`config.mk`:
```
export PLATFORM = sky130hd
export DESIGN_NAME = ssc_mode_supply
export DESIGN_NICKNAME = d
export VERILOG_FILES = /design/src/hdl/ssc_mode_supply.v /design/src/hdl/ssc_regmem.v
export VERILOG_INCLUDE_DIRS = /design/src /design/src/hdl
export SDC_FILE = /design/constraint.sdc
export NUM_CORES = 1
export LEC_CHECK = 0
export ABC_AREA = 1
export ABC_CLOCK_PERIOD_IN_PS = 2600
export CAP_MARGIN = 20
export CORE_MARGIN = 10
export CORE_UTILIZATION = 63
export CTS_CLUSTER_DIAMETER = 150
export DETAILED_ROUTE_END_ITERATION = 8
export DONT_BUFFER_PORTS = 1
export GPL_TIMING_DRIVEN = 0
export PLACE_DENSITY = 0.79
export SLEW_MARGIN = 5
export SYNTH_ARGS = -nofsm -noshare
export SYNTH_HDL_FRONTEND = slang
export SYNTH_SLANG_ARGS = --single-unit
```
`constraint.sdc`:
```
create_clock -name clk -period 2.6 [get_ports clk]
set_input_delay 0.26 -clock clk [delete_from_list [all_inputs] [get_ports clk]]
set_output_delay 0.26 -clock clk [all_outputs]
set_load 0.02 [all_outputs]
```
`src/hdl/ssc_map.vh`:
```
/*
 * Constants for the mode-and-supply control block: control-space address map,
 * field positions, reset values, mode and supply codes, timing figures.
 * Assumes it is included by bare name from the design files.
 */
`ifndef SSC_MAP_VH
`define SSC_MAP_VH

// seven-bit control-space addresses
`define SSC_ADDR_MODE_SUPPLY 7'h01
`define SSC_ADDR_HW_CFG0 7'h02
`define SSC_ADDR_WDOG 7'h03
`define SSC_ADDR_BUS0 7'h04
`define SSC_ADDR_WAKE_INT 7'h06
`define SSC_ADDR_WAKE_EXT 7'h07
`define SSC_ADDR_WAKE_PULL 7'h08
`define SSC_ADDR_BUS3 7'h0b
`define SSC_ADDR_TIMER 7'h0c
`define SSC_ADDR_HW_CFG1 7'h0e
`define SSC_ADDR_HW_CFG2 7'h0f
`define SSC_ADDR_GPIO 7'h17
`define SSC_ADDR_PWM_DUTY 7'h18
`define SSC_ADDR_PWM_FREQ 7'h1c
`define SSC_ADDR_HW_CFG3 7'h1d
`define SSC_ADDR_SCRATCH_LO 7'h1e
`define SSC_ADDR_SCRATCH_HI 7'h1f

// mode-and-supply register fields
`define SSC_MODE_HI 7
`define SSC_MODE_LO 6
`define SSC_RSVD_BIT 5
`define SSC_SUPPLY_HI 4
`define SSC_SUPPLY_LO 3
`define SSC_OV_EN_BIT 2
`define SSC_THR_HI 1
`define SSC_THR_LO 0
`define SSC_MODE_SUPPLY_RESET 8'h00
`define SSC_RESTART_KEEP_MASK 8'h03
`define SSC_RSVD_MASK 8'hdf
`define SSC_SOFT_RST_CFG_BIT 6

// mode field codes
`define SSC_MODE_NORMAL 2'h0
`define SSC_MODE_SLEEP 2'h1
`define SSC_MODE_STOP 2'h2
`define SSC_MODE_SOFT_RESET 2'h3

// secondary supply field codes
`define SSC_SUP_OFF 2'h0
`define SSC_SUP_NORMAL 2'h1
`define SSC_SUP_NORMAL_STOP 2'h2
`define SSC_SUP_ALWAYS 2'h3

// frame layout: bits 6:0 address, bit 7 write, bits 15:8 data
`define SSC_FRAME_BITS 5'h10
`define SSC_ADDR_BITS 5'h08
`define SSC_WRITE_BIT 7

// synchroniser vector order {fs, rr, ot, ov, dev, mosi, cs_n, sclk}
`define SSC_SYNC_RESET 8'h02

// timing
`define SSC_CLK_PERIOD_NS 10
`define SSC_RESET_PULSE_NS 10000
`define SSC_POR_WAIT_START 2'h3
`define SSC_POR_LOAD_STEP 2'h1

`endif

```
`src/hdl/ssc_mode_supply.v`:
```
/*
 * Mode-and-supply control with the general control register space, reached over
 * a 16-bit serial frame (LSB first, shift on rising, sample on falling clock).
 * Assumes all pins are asynchronous to clk and the serial clock is far slower.
 */
`timescale 1ns/1ps
`include "ssc_map.vh"
module ssc_mode_supply #(
    parameter RESET_PULSE_CYCLES = `SSC_RESET_PULSE_NS / `SSC_CLK_PERIOD_NS,
    parameter CNT_W = 16
) (
    input wire clk,
    input wire reset,
    input wire spi_clk,
    input wire spi_cs_n,
    input wire spi_mosi,
    output reg spi_miso,
    input wire dev_mode_pin,
    input wire overvoltage_pin,
    input wire overtemp_pin,
    input wire restart_request_pin,
    input wire failsafe_select_pin,
    input wire flag_clear,
    output reg reset_output_low,
    output reg secondary_supply_on,
    output reg [1:0] reset_threshold_select,
    output reg primary_overvoltage_flag,
    output reg spi_failure_flag,
    output reg [2:0] mode_state
);
    localparam ST_INIT = 3'h0;
    localparam ST_NORMAL = 3'h1;
    localparam ST_SLEEP = 3'h2;
    localparam ST_STOP = 3'h3;
    localparam ST_RESTART = 3'h4;
    localparam ST_FAILSAFE = 3'h5;

    reg [7:0] sync1_reg;
    reg [7:0] sync2_reg;
    reg [7:0] prev_reg;
    reg [15:0] rx_reg;
    reg [4:0] bit_cnt_reg;
    reg rd_pending_reg;
    reg [7:0] tx_hi_reg;
    reg [7:0] mode_supply_reg;
    reg [7:0] mode_supply_next;
    reg [2:0] state_next;
    reg soft_cfg_reg;
    reg [CNT_W-1:0] pulse_cnt_reg;
    reg [CNT_W-1:0] pulse_cnt_next;
    reg [1:0] por_wait_reg;
    reg soft_reset;
    reg stop_to_normal;
    reg supply_on_next;
    wire [7:0] mem_rd_data;
    wire [7:0] sync_now;
    wire sclk_rise;
    wire sclk_fall;
    wire cs_start;
    wire cs_end;
    wire frame_ok;
    wire frame_bad;
    wire frame_write;
    wire [6:0] frame_addr;
    wire [7:0] frame_data;
    wire ms_write;
    wire listed;
    wire ov_rise;
    wire ot_rise;
    wire rr_rise;
    wire restart_entry;
    wire failsafe_entry;
    wire [7:0] status_byte;
    wire [7:0] rd_byte;

    // pin synchronisers; only the second stage and its delayed copy feed logic
    always @(posedge clk) begin
        if (reset) begin
            sync1_reg <= `SSC_SYNC_RESET;
            sync2_reg <= `SSC_SYNC_RESET;
            prev_reg <= `SSC_SYNC_RESET;
        end else begin
            sync1_reg <= {failsafe_select_pin, restart_request_pin, overtemp_pin, overvoltage_pin,
                          dev_mode_pin, spi_mosi, spi_cs_n, spi_clk};
            sync2_reg <= sync1_reg;
            prev_reg <= sync2_reg;
        end
    end

    assign sync_now = sync2_reg;
    assign sclk_rise = !sync_now[1] && sync_now[0] && !prev_reg[0];
    assign sclk_fall = !sync_now[1] && !sync_now[0] && prev_reg[0];
    assign cs_start = !sync_now[1] && prev_reg[1];
    assign cs_end = sync_now[1] && !prev_reg[1];
    assign ov_rise = sync_now[4] && !prev_reg[4];
    assign ot_rise = sync_now[5] && !prev_reg[5];
    assign rr_rise = sync_now[6] && !prev_reg[6];

    // frame decode: 16 bits or more, extra bits ignored; a shorter frame is dropped and flagged
    assign frame_ok = cs_end && bit_cnt_reg == `SSC_FRAME_BITS;
    assign frame_bad = cs_end && bit_cnt_reg != `SSC_FRAME_BITS;
    assign frame_write = frame_ok && rx_reg[`SSC_WRITE_BIT];
    assign frame_addr = rx_reg[6:0];
    assign frame_data = rx_reg[15:8];
    assign ms_write = frame_write && frame_addr == `SSC_ADDR_MODE_SUPPLY;

    // listed plain read/write registers; anything else but the mode-and-supply register is unmapped
    assign listed = frame_addr == `SSC_ADDR_HW_CFG0 || frame_addr == `SSC_ADDR_WDOG ||
                    frame_addr == `SSC_ADDR_BUS0 || frame_addr == `SSC_ADDR_WAKE_INT ||
                    frame_addr == `SSC_ADDR_WAKE_EXT || frame_addr == `SSC_ADDR_WAKE_PULL ||
                    frame_addr == `SSC_ADDR_BUS3 || frame_addr == `SSC_ADDR_TIMER ||
                    frame_addr == `SSC_ADDR_HW_CFG1 || frame_addr == `SSC_ADDR_HW_CFG2 ||
                    frame_addr == `SSC_ADDR_GPIO || frame_addr == `SSC_ADDR_PWM_DUTY ||
                    frame_addr == `SSC_ADDR_PWM_FREQ || frame_addr == `SSC_ADDR_HW_CFG3 ||
                    frame_addr == `SSC_ADDR_SCRATCH_LO || frame_addr == `SSC_ADDR_SCRATCH_HI;

    // read mux for the data byte; unmapped reads give zero
    assign rd_byte = (frame_addr == `SSC_ADDR_MODE_SUPPLY) ? (mode_supply_reg & `SSC_RSVD_MASK) :
                     listed ? mem_rd_data : 8'h00;
    assign status_byte = {6'h00, primary_overvoltage_flag, spi_failure_flag};

    // overvoltage enters restart or fail-safe only with the enable bit; select pin picks the target
    assign restart_entry = (ov_rise && mode_supply_reg[`SSC_OV_EN_BIT] && !sync_now[7]) || rr_rise;
    assign failsafe_entry = ov_rise && mode_supply_reg[`SSC_OV_EN_BIT] && sync_now[7];

    ssc_regmem #(
        .WIDTH(8),
        .DEPTH(32),
        .AW(5)
    ) u_regmem (
        .clk(clk),
        .reset(reset),
        .clear(soft_reset),
        .wr_en(frame_write && listed),
        .wr_addr(frame_addr[4:0]),
        .wr_data(frame_data),
        .rd_addr(rx_reg[4:0]),
        .rd_data(mem_rd_data)
    );

    // serial shift engine; the data byte is snapshotted before any write lands
    always @(posedge clk) begin
        if (reset) begin
            rx_reg <= 16'h0000;
            bit_cnt_reg <= 5'h00;
            rd_pending_reg <= 1'b0;
            tx_hi_reg <= 8'h00;
            spi_miso <= 1'b0;
        end else begin
            if (cs_start) begin
                bit_cnt_reg <= 5'h00;
                rd_pending_reg <= 1'b0;
            end else if (sclk_fall && bit_cnt_reg != `SSC_FRAME_BITS) begin
                rx_reg[bit_cnt_reg[3:0]] <= sync_now[2];
                bit_cnt_reg <= bit_cnt_reg + 5'h01;
                rd_pending_reg <= (bit_cnt_reg + 5'h01) == `SSC_ADDR_BITS;
            end else begin
                rd_pending_reg <= 1'b0;
            end
            // memory read data is valid one cycle after the address settles
            if (rd_pending_reg) begin
                tx_hi_reg <= rd_byte;
            end
            if (sclk_rise) begin
                if (bit_cnt_reg < `SSC_ADDR_BITS) begin
                    spi_miso <= status_byte[bit_cnt_reg[2:0]];
                end else begin
                    spi_miso <= tx_hi_reg[bit_cnt_reg[2:0]];
                end
            end
        end
    end

    // next value of the mode-and-supply register and of the device state
    always @* begin
        mode_supply_next = mode_supply_reg;
        state_next = mode_state;
        soft_reset = 1'b0;
        stop_to_normal = 1'b0;
        if (restart_entry) begin
            // threshold survives, everything else goes to normal/off/disabled
            mode_supply_next = mode_supply_reg & `SSC_RESTART_KEEP_MASK;
            state_next = ST_RESTART;
        end else if (failsafe_entry) begin
            state_next = ST_FAILSAFE;
        end else if (ms_write) begin
            case (frame_data[`SSC_MODE_HI:`SSC_MODE_LO])
                `SSC_MODE_SOFT_RESET: begin
                    mode_supply_next = `SSC_MODE_SUPPLY_RESET;
                    soft_reset = 1'b1;
                    state_next = ST_INIT;
                end
                `SSC_MODE_SLEEP: begin
                    if (mode_state != ST_STOP) begin
                        mode_supply_next = frame_data & `SSC_RSVD_MASK;
                        state_next = ST_SLEEP;
                    end
                end
                `SSC_MODE_STOP: begin
                    mode_supply_next = frame_data & `SSC_RSVD_MASK;
                    state_next = ST_STOP;
                end
                default: begin
                    if (mode_state == ST_STOP) begin
                        // only the mode field moves; the rest of the write is dropped
                        mode_supply_next = {`SSC_MODE_NORMAL, mode_supply_reg[5:0]};
                        stop_to_normal = 1'b1;
                    end else begin
                        mode_supply_next = frame_data & `SSC_RSVD_MASK;
                    end
                    state_next = ST_NORMAL;
                end
            endcase
        end else if (mode_state == ST_RESTART && pulse_cnt_reg == {CNT_W{1'b0}}) begin
            state_next = ST_NORMAL;
        end
        if (ot_rise) begin
            mode_supply_next[`SSC_SUPPLY_HI:`SSC_SUPPLY_LO] = `SSC_SUP_OFF;
        end
        // development strap is caught once the synchroniser has settled after reset
        if (por_wait_reg == `SSC_POR_LOAD_STEP && sync_now[3]) begin
            mode_supply_next[`SSC_SUPPLY_HI:`SSC_SUPPLY_LO] = `SSC_SUP_ALWAYS;
        end
    end

    // reset output pulse length; soft reset only pulses with config bit clear
    always @* begin
        pulse_cnt_next = pulse_cnt_reg;
        if ((soft_reset && !soft_cfg_reg) || restart_entry) begin
            pulse_cnt_next = RESET_PULSE_CYCLES[CNT_W-1:0];
        end else if (pulse_cnt_reg != {CNT_W{1'b0}}) begin
            pulse_cnt_next = pulse_cnt_reg - {{(CNT_W-1){1'b0}}, 1'b1};
        end
    end

    // supply switch decision from next field and next state
    always @* begin
        case (mode_supply_next[`SSC_SUPPLY_HI:`SSC_SUPPLY_LO])
            `SSC_SUP_NORMAL: supply_on_next = state_next == ST_NORMAL;
            `SSC_SUP_NORMAL_STOP: supply_on_next = state_next == ST_NORMAL || state_next == ST_STOP;
            `SSC_SUP_ALWAYS: supply_on_next = !(state_next == ST_RESTART || state_next == ST_FAILSAFE ||
                                                (state_next == ST_INIT && !sync_now[3]));
            default: supply_on_next = 1'b0;
        endcase
    end

    // state, register and output flops
    always @(posedge clk) begin
        if (reset) begin
            mode_supply_reg <= `SSC_MODE_SUPPLY_RESET;
            mode_state <= ST_INIT;
            soft_cfg_reg <= 1'b0;
            pulse_cnt_reg <= RESET_PULSE_CYCLES[CNT_W-1:0];
            por_wait_reg <= `SSC_POR_WAIT_START;
            reset_output_low <= 1'b0;
            secondary_supply_on <= 1'b0;
            reset_threshold_select <= 2'h0;
            primary_overvoltage_flag <= 1'b0;
            spi_failure_flag <= 1'b0;
        end else begin
            mode_supply_reg <= mode_supply_next;
            mode_state <= state_next;
            pulse_cnt_reg <= pulse_cnt_next;
            if (por_wait_reg != 2'h0) begin
                por_wait_reg <= por_wait_reg - 2'h1;
            end
            // shadow of the soft-reset config bit, cleared by soft reset itself
            if (soft_reset) begin
                soft_cfg_reg <= 1'b0;
            end else if (frame_write && frame_addr == `SSC_ADDR_HW_CFG0) begin
                soft_cfg_reg <= frame_data[`SSC_SOFT_RST_CFG_BIT];
            end
            reset_output_low <= pulse_cnt_next == {CNT_W{1'b0}};
            secondary_supply_on <= supply_on_next;
            reset_threshold_select <= mode_supply_next[`SSC_THR_HI:`SSC_THR_LO];
            // sticky flags: a new event in the clear cycle wins
            if (ov_rise) begin
                primary_overvoltage_flag <= 1'b1;
            end else if (flag_clear) begin
                primary_overvoltage_flag <= 1'b0;
            end
            if (stop_to_normal || frame_bad) begin
                spi_failure_flag <= 1'b1;
            end else if (flag_clear) begin
                spi_failure_flag <= 1'b0;
            end
        end
    end
endmodule // ssc_mode_supply

```
`src/hdl/ssc_regmem.v`:
```
/*
 * Small register store for the plain read/write control registers.
 * Assumes one clock domain, synchronous active-high reset; read data is registered.
 */
`timescale 1ns/1ps
module ssc_regmem #(
    parameter WIDTH = 8,
    parameter DEPTH = 32,
    parameter AW = 5
) (
    input wire clk,
    input wire reset,
    input wire clear,
    input wire wr_en,
    input wire [AW-1:0] wr_addr,
    input wire [WIDTH-1:0] wr_data,
    input wire [AW-1:0] rd_addr,
    output reg [WIDTH-1:0] rd_data
);
    wire [WIDTH-1:0] entry [0:DEPTH-1];

    // one storage word per entry; soft reset returns all to zero
    genvar i;
    generate
        for (i = 0; i < DEPTH; i = i + 1) begin : g_entry
            // entry index at address width, so the compare needs no select on the genvar
            localparam [AW-1:0] IDX = i;
            reg [WIDTH-1:0] word_reg;
            always @(posedge clk) begin
                if (reset || clear) begin
                    word_reg <= {WIDTH{1'b0}};
                end else if (wr_en && wr_addr == IDX) begin
                    word_reg <= wr_data;
                end
            end
            assign entry[i] = word_reg;
        end
    endgenerate

    // registered read port
    always @(posedge clk) begin
        if (reset) begin
            rd_data <= {WIDTH{1'b0}};
        end else begin
            rd_data <= entry[rd_addr];
        end
    end
endmodule // ssc_regmem
```
# Yosys cells after proc, flatten, opt, wreduce, memory -nomap -nowiden

Cells that the tools add are included.

Bits of input ports: 11
Register bits after elaboration: 353
Logic and storage cells: 279
Output and inout port bits: 10

Reductions and logical operators: 105
Add/sub/neg operators: 3
Multiplexer cells: 42
$lt $le $gt $ge: 5
Bitwise operators: 4
Eq/ne operators: 67

Operators with widths:

| operator                                                               | number |
|---|---|
| 5-bit equality test (second input constant)                            | 17 |
| 1-bit logical AND                                                      | 56 |
| 8-bit two-way mux                                                      | 6 |
| 5-bit by 4-bit equality test with 1-bit output (second input constant) | 9 |
| 7-bit by 5-bit equality test with 1-bit output (second input constant) | 6 |
| 8-bit binary-select mux with 5-bit select                              | 1 |
| 7-bit by 4-bit equality test with 1-bit output (second input constant) | 5 |
| 16-bit zero test                                                       | 2 |
| 16-bit two-way mux                                                     | 2 |
| 8-bit case mux with 3 select lines                                     | 1 |
| 1-bit logical OR                                                       | 22 |
| 7-bit by 3-bit equality test with 1-bit output (second input constant) | 3 |
| 5-bit by 3-bit equality test with 1-bit output (second input constant) | 4 |
| 16-bit bitwise mux                                                     | 1 |
| 1-bit two-way mux                                                      | 16 |
| 16-bit nonzero test                                                    | 1 |
| 16-bit by 1-bit subtractor with 16-bit output (second input constant)  | 1 |
| 3-bit two-way mux                                                      | 5 |
| 5-bit two-way mux                                                      | 3 |
| 7-bit by 2-bit equality test with 1-bit output (second input constant) | 2 |
| 1-bit zero test                                                        | 11 |
| 5-bit by 2-bit equality test with 1-bit output (second input constant) | 2 |
| 3-bit equality test (second input constant)                            | 3 |
| 3-bit case mux with 3 select lines                                     | 1 |
| other kinds (31)                                                       | 46 |

# Longest topological paths before layout

Word-level depth: 18
Depth in mapped cells: 15
Depth with buffers taken out: 14

# Modules after synthesis

From an unflattened synthesis, not the netlist that was laid out.

Cells, all modules: 2404
Area, all modules: 16706.0 sq um

Modules (own cells, without submodules):

| module          | times used | area each (sq um) | cells an instance | sequential area each (sq um) |
|---|---|---|---|---|
| ssc_regmem      | 1          | 12484.5           | 1804              | 5285.1 |
| ssc_mode_supply | 1          | 4221.5            | 600               | 1701.6 |

# Worst setup path after synthesis

No wires, ideal clock.

Kind: register to register
Start: register bit_cnt_reg[0]
End: register rx_reg[3]
Required time: 2.478 ns
Stages on the path, launching flop included: 13
Data arrival time: 1.858 ns
Path buffers: 0
Clock period less this slack: 1.980 ns
Setup slack: 0.620 ns
Setup time: 0.122 ns
Path through: dfxtp_1 > inv_1 > ha_1 > nand2_1 > nor2_2 > nor2_2 > inv_1 > nor2_2 > inv_1 > nor2_2 > nand2_1 > o21ai_1 > a21oi_1

Word-level cells in the longest chain between the ends: 5
Elaborated cells between the ends (all ways): 9
Those cells by class: order compare: 2; eq/ne: 1; mux: 3; reduce/logical: 3

Ends and longest elaborated chain:

| item                                                                                                                                         | RTL line              | text |
|---|---|---|
| start: declaration                                                                                                                           | ssc_mode_supply.v:42  | `reg [4:0] bit_cnt_reg;` |
| start signal: assignment                                                                                                                     | ssc_mode_supply.v:155 | `bit_cnt_reg <= bit_cnt_reg + 5'h01;` |
| 4-bit by 5-bit < comparator with 1-bit output (not written as such) / 4-bit by 1-bit >= comparator with 1-bit output (equally long branches) | ssc_mode_supply.v:154 | `rx_reg[bit_cnt_reg[3:0]] <= sync_now[2];` |
| 1-bit logical AND (not written as such)                                                                                                      | ssc_mode_supply.v:154 |  |
| 1-bit two-way mux (not written as such)                                                                                                      | ssc_mode_supply.v:154 |  |
| 1-bit demux with 4-bit select                                                                                                                | ssc_mode_supply.v:154 |  |
| 16-bit bitwise mux                                                                                                                           | ssc_mode_supply.v:154 |  |
| end signal: indexed assignment                                                                                                               | ssc_mode_supply.v:154 |  |
| end: declaration                                                                                                                             | ssc_mode_supply.v:41  | `reg [15:0] rx_reg;` |

Several ways; a longest one is shown, not always the timed one.
A chain may end at the register's enable or synchronous reset.

# Worst setup path after layout

Start: register rx_reg[1]
End: register u_regmem.rd_data[7]

Word-level cells in the longest chain between the ends: 4

Ends and longest elaborated chain:

| item                                                   | RTL line        | text |
|---|---|---|
| 5-bit inverter with 6-bit output (not written as such) | ssc_regmem.v:45 | `rd_data <= entry[rd_addr];` |
| 8-bit binary-select mux with 5-bit select              | ssc_regmem.v:45 |  |
| 8-bit two-way mux (not written as such) (2 in series)  | ssc_regmem.v:45 |  |
| end signal: assignment                                 | ssc_regmem.v:43 | `rd_data <= {WIDTH{1'b0}};` |
| end signal: assignment                                 | ssc_regmem.v:45 |  |
| end: declaration                                       | ssc_regmem.v:18 | `output reg [WIDTH-1:0] rd_data` |

Every way passes these cells. The select of a mux whose other input is x is not followed.

==> results.cfg <==
[timing]
max_freq_ghz = 0.380
drv_slew = 0
clock_skew_ns = 0.0172
max_slew_margin_pct = 36.6
hold_violations = 0
setup_viol = 3
tns_ns = -0.0367
finalWorstSetupSlack_ns = -0.0343
timing.hold.ws_ns = 0.284
min_period_over_period_pct = 101
tightest_slew_ns = 0.943
post-route-min-period_ns = 2.63

[finish]
largest_reg_flops = 256
antenna_cells = 0
mostFrequentLayoutCells = dfxtp_1, nand2_1, nor2_1
layout-drive-gt1-share_pct = 9.72
fin_util_pct = 71.9
finalNetCount = 2023
layout_commonest_cell = dfxtp_1
area_growth_pct = 13.0

[setup_path]
cp_slowest_cell = a21oi_1
start_kind = register
critPathCaptureType = register
critical_path_class = reg2reg
critPathBufInv = 4
path_cells = buf_2 -> nand2_2 -> inv_2 -> clkbuf_4 -> buf_4 -> a22oi_1 -> a21oi_1 -> nor4_1 -> nor2_1
r2r_start = rx_reg[1]$_SDFFE_PP0P_
rrSetupSlack_ns = -0.03
critPathArrivalTime_ns = 3.07
crit_fanout = 10
worst_path_dominant_cell_family = buffers and inverters
r2r_cells = 9
reg2reg_to = u_regmem.rd_data[7]$_SDFF_PP0_
slowest_delay_ns = 0.45
crit_required_ns = 3.04

[placed_design]
portBuffers = 0
post-place-ws_ns = -0.229
gp_congestion = 1.02
dpl.hpwl_um = 34900

[global_route]
grt_usage_pct = 32.1
antenna_found_initial = 0
grt_pass1_wl_um = 76500
overflow = 0
grt_pass1_vias = 13400
grt_max_degree = 15

[clock_network]
clock_path_buffers = 3
clock_sinks = 349
clock_latency_ns = 0.53
cts-root-buf = clkbuf_16
numCtsBuffers = 37
htreeDepth = 2
cts_tree = done
path_clk_slew_ns = 0.07

[floorplan]
die_h_um = 173
num_rows = 56
io_pins = 21
initial_core_util_pct = 63.6
dieArea_mm2 = 0.0300
die_w_um = 173
core-area_mm2 = 0.0233

[hold_path]
worstHoldPathCells = 2
min_from = reset
hp-class = in2reg
min_to = sync2_reg[1]$_SDFF_PP1_

[logic_synthesis]
synthesis.nets = 1972
async_reset_ff_share_pct = 0
synth_cells = 1948
synth_edf_count = 0
synth.distinct_cells = 44
syn_avg_cell_area_um2 = 7.59
synth_warnings = 0
ys_seq_area_share_pct = 47.2
ys_ff_latch = 349
synthFlopType = dfxtp_1
synth_area_mm2 = 0.0148

[power]
p_per_area_mw_per_mm2 = 679
peakVddDrop_v = 0.000663
p_leak_nw = 5.92

[routing]
routed_wl_um = 50300
drt-wirelength-per-cell_um = 21.5
detail-route-antenna-nets = 0
drc = 0
viasPerCell = 6.15
vias = 14400
drtIter0Drc = 1966
first_pass_iters = 6

[outcome]
violations = negative setup slack
status = complete, but fails checks

[job]
maxCapViolations = 0
## per-stage QoR
stage	std cells	total power, mW	instance area, µm²
floorplan	1948	5.71	14800
global placement	2267	5.79	15200
detailed placement	2268	5.79	15200
CTS	2344	11.3	16600
global route	2346	11.6	16700
finish	2346	11.3	16700
## power by group
part,switching [mW],total [mW],internal (mW)
logic,0.212,0.295,0.0824
clock network,2.23,5.64,3.41
registers,0.0270,5.41,5.38
total,2.47,11.3,8.88
## worst max path at each step
stage                     slack (ns)  cells after the start                                            end                         from
after floorplan                 0.62                     12                         rx_reg[3]$_SDFFE_PP0P_  bit_cnt_reg[0]$_SDFFE_PP0P_
after global placement         -0.26                      8                 u_regmem.rd_data[5]$_SDFF_PP0_       rx_reg[0]$_SDFFE_PP0P_
after detailed placement       -0.23                     10  u_regmem.g_entry[21].word_reg[6]$_SDFFE_PP0P_  bit_cnt_reg[0]$_SDFFE_PP0P_
after CTS                       0.02                     10                 u_regmem.rd_data[2]$_SDFF_PP0_       rx_reg[0]$_SDFFE_PP0P_
after global routing          -0.001                      7                 u_regmem.rd_data[5]$_SDFF_PP0_       rx_reg[0]$_SDFFE_PP0P_
final                          -0.03                      9                 u_regmem.rd_data[7]$_SDFF_PP0_       rx_reg[1]$_SDFFE_PP0P_
## cell usage after synthesis (2+ instances only)
library cell / n / share of area, %
o22ai_1: 18 / 0.76
clkinv_1: 5 / 0.13
xnor2_1: 3 / 0.18
nand4_1: 137 / 5.8
or2_2: 3 / 0.13
a211oi_1: 3 / 0.15
ha_1: 13 / 1.1
buf_6: 14 / 1.1
a21oi_1: 188 / 6.4
o21ai_0: 99 / 3.3
o221ai_1: 2 / 0.12
nand3_2: 11 / 0.74
a221oi_1: 2 / 0.12
nor2_1: 229 / 5.8
nand3_1: 52 / 1.8
nand2_1: 334 / 8.5
dfxtp_1: 349 / 47
o31ai_1: 2 / 0.10
nand2_2: 6 / 0.25
nand3b_1: 3 / 0.15
inv_1: 212 / 5.4
a31oi_1: 9 / 0.38
buf_2: 42 / 1.4
nor3_1: 15 / 0.51
clkbuf_1: 58 / 1.5
nor2_2: 15 / 0.63
nor4_1: 7 / 0.30
buf_1: 3 / 0.076
xor2_1: 5 / 0.30
nor4_2: 2 / 0.17
buf_4: 4 / 0.20
a21boi_0: 6 / 0.30
o21ai_1: 3 / 0.10
inv_2: 5 / 0.13
a22oi_1: 80 / 4.1
## cell type report
cell class / instances / area (µm²)
tap: 319 / 399
multi-input combinational: 1255 / 6380
clock inverter: 15 / 216
buffer: 122 / 707
inverter: 222 / 835
clock buffer: 52 / 1080
timing repair buffer: 12 / 110
sequential: 349 / 6990
fill: 1923 / 6540
## per-layer routing
layer / track usage (%) / vias up / routed length, µm
met5: 0 / - / 0
met2: 49.6 / 939 / 22000
met1: 40.5 / 6661 / 19500
met4: 16.0 / 0 / 2680
met3: 8.89 / 220 / 6170
li1: - / 6617 / -
## cell families (layout without fill, tap and decap cells)
group	Yosys count	after routing	synth area share, %
flip-flops	349	349	47.2
adder cells (fa/ha/maj)	13	13	1.10
buffers and inverters	344	423	9.97
AND/OR/NAND/NOR	818	818	25.2
AO/OA/AOI/OAI	416	416	16.0
XOR/XNOR	8	8	0.474
## repair_timing
item | in CTS | in global routing
setup endpoints to repair | 249 | 255
pin swaps | 0 | 1
cloned | 0 | 0
gates resized for setup | 12 | 45
hold buffers | 9 | 0
endpoints found under the hold margin | 9 | 0
setup buffers | 0 | 2
Note: power is estimated with default switching activity, not from simulation.
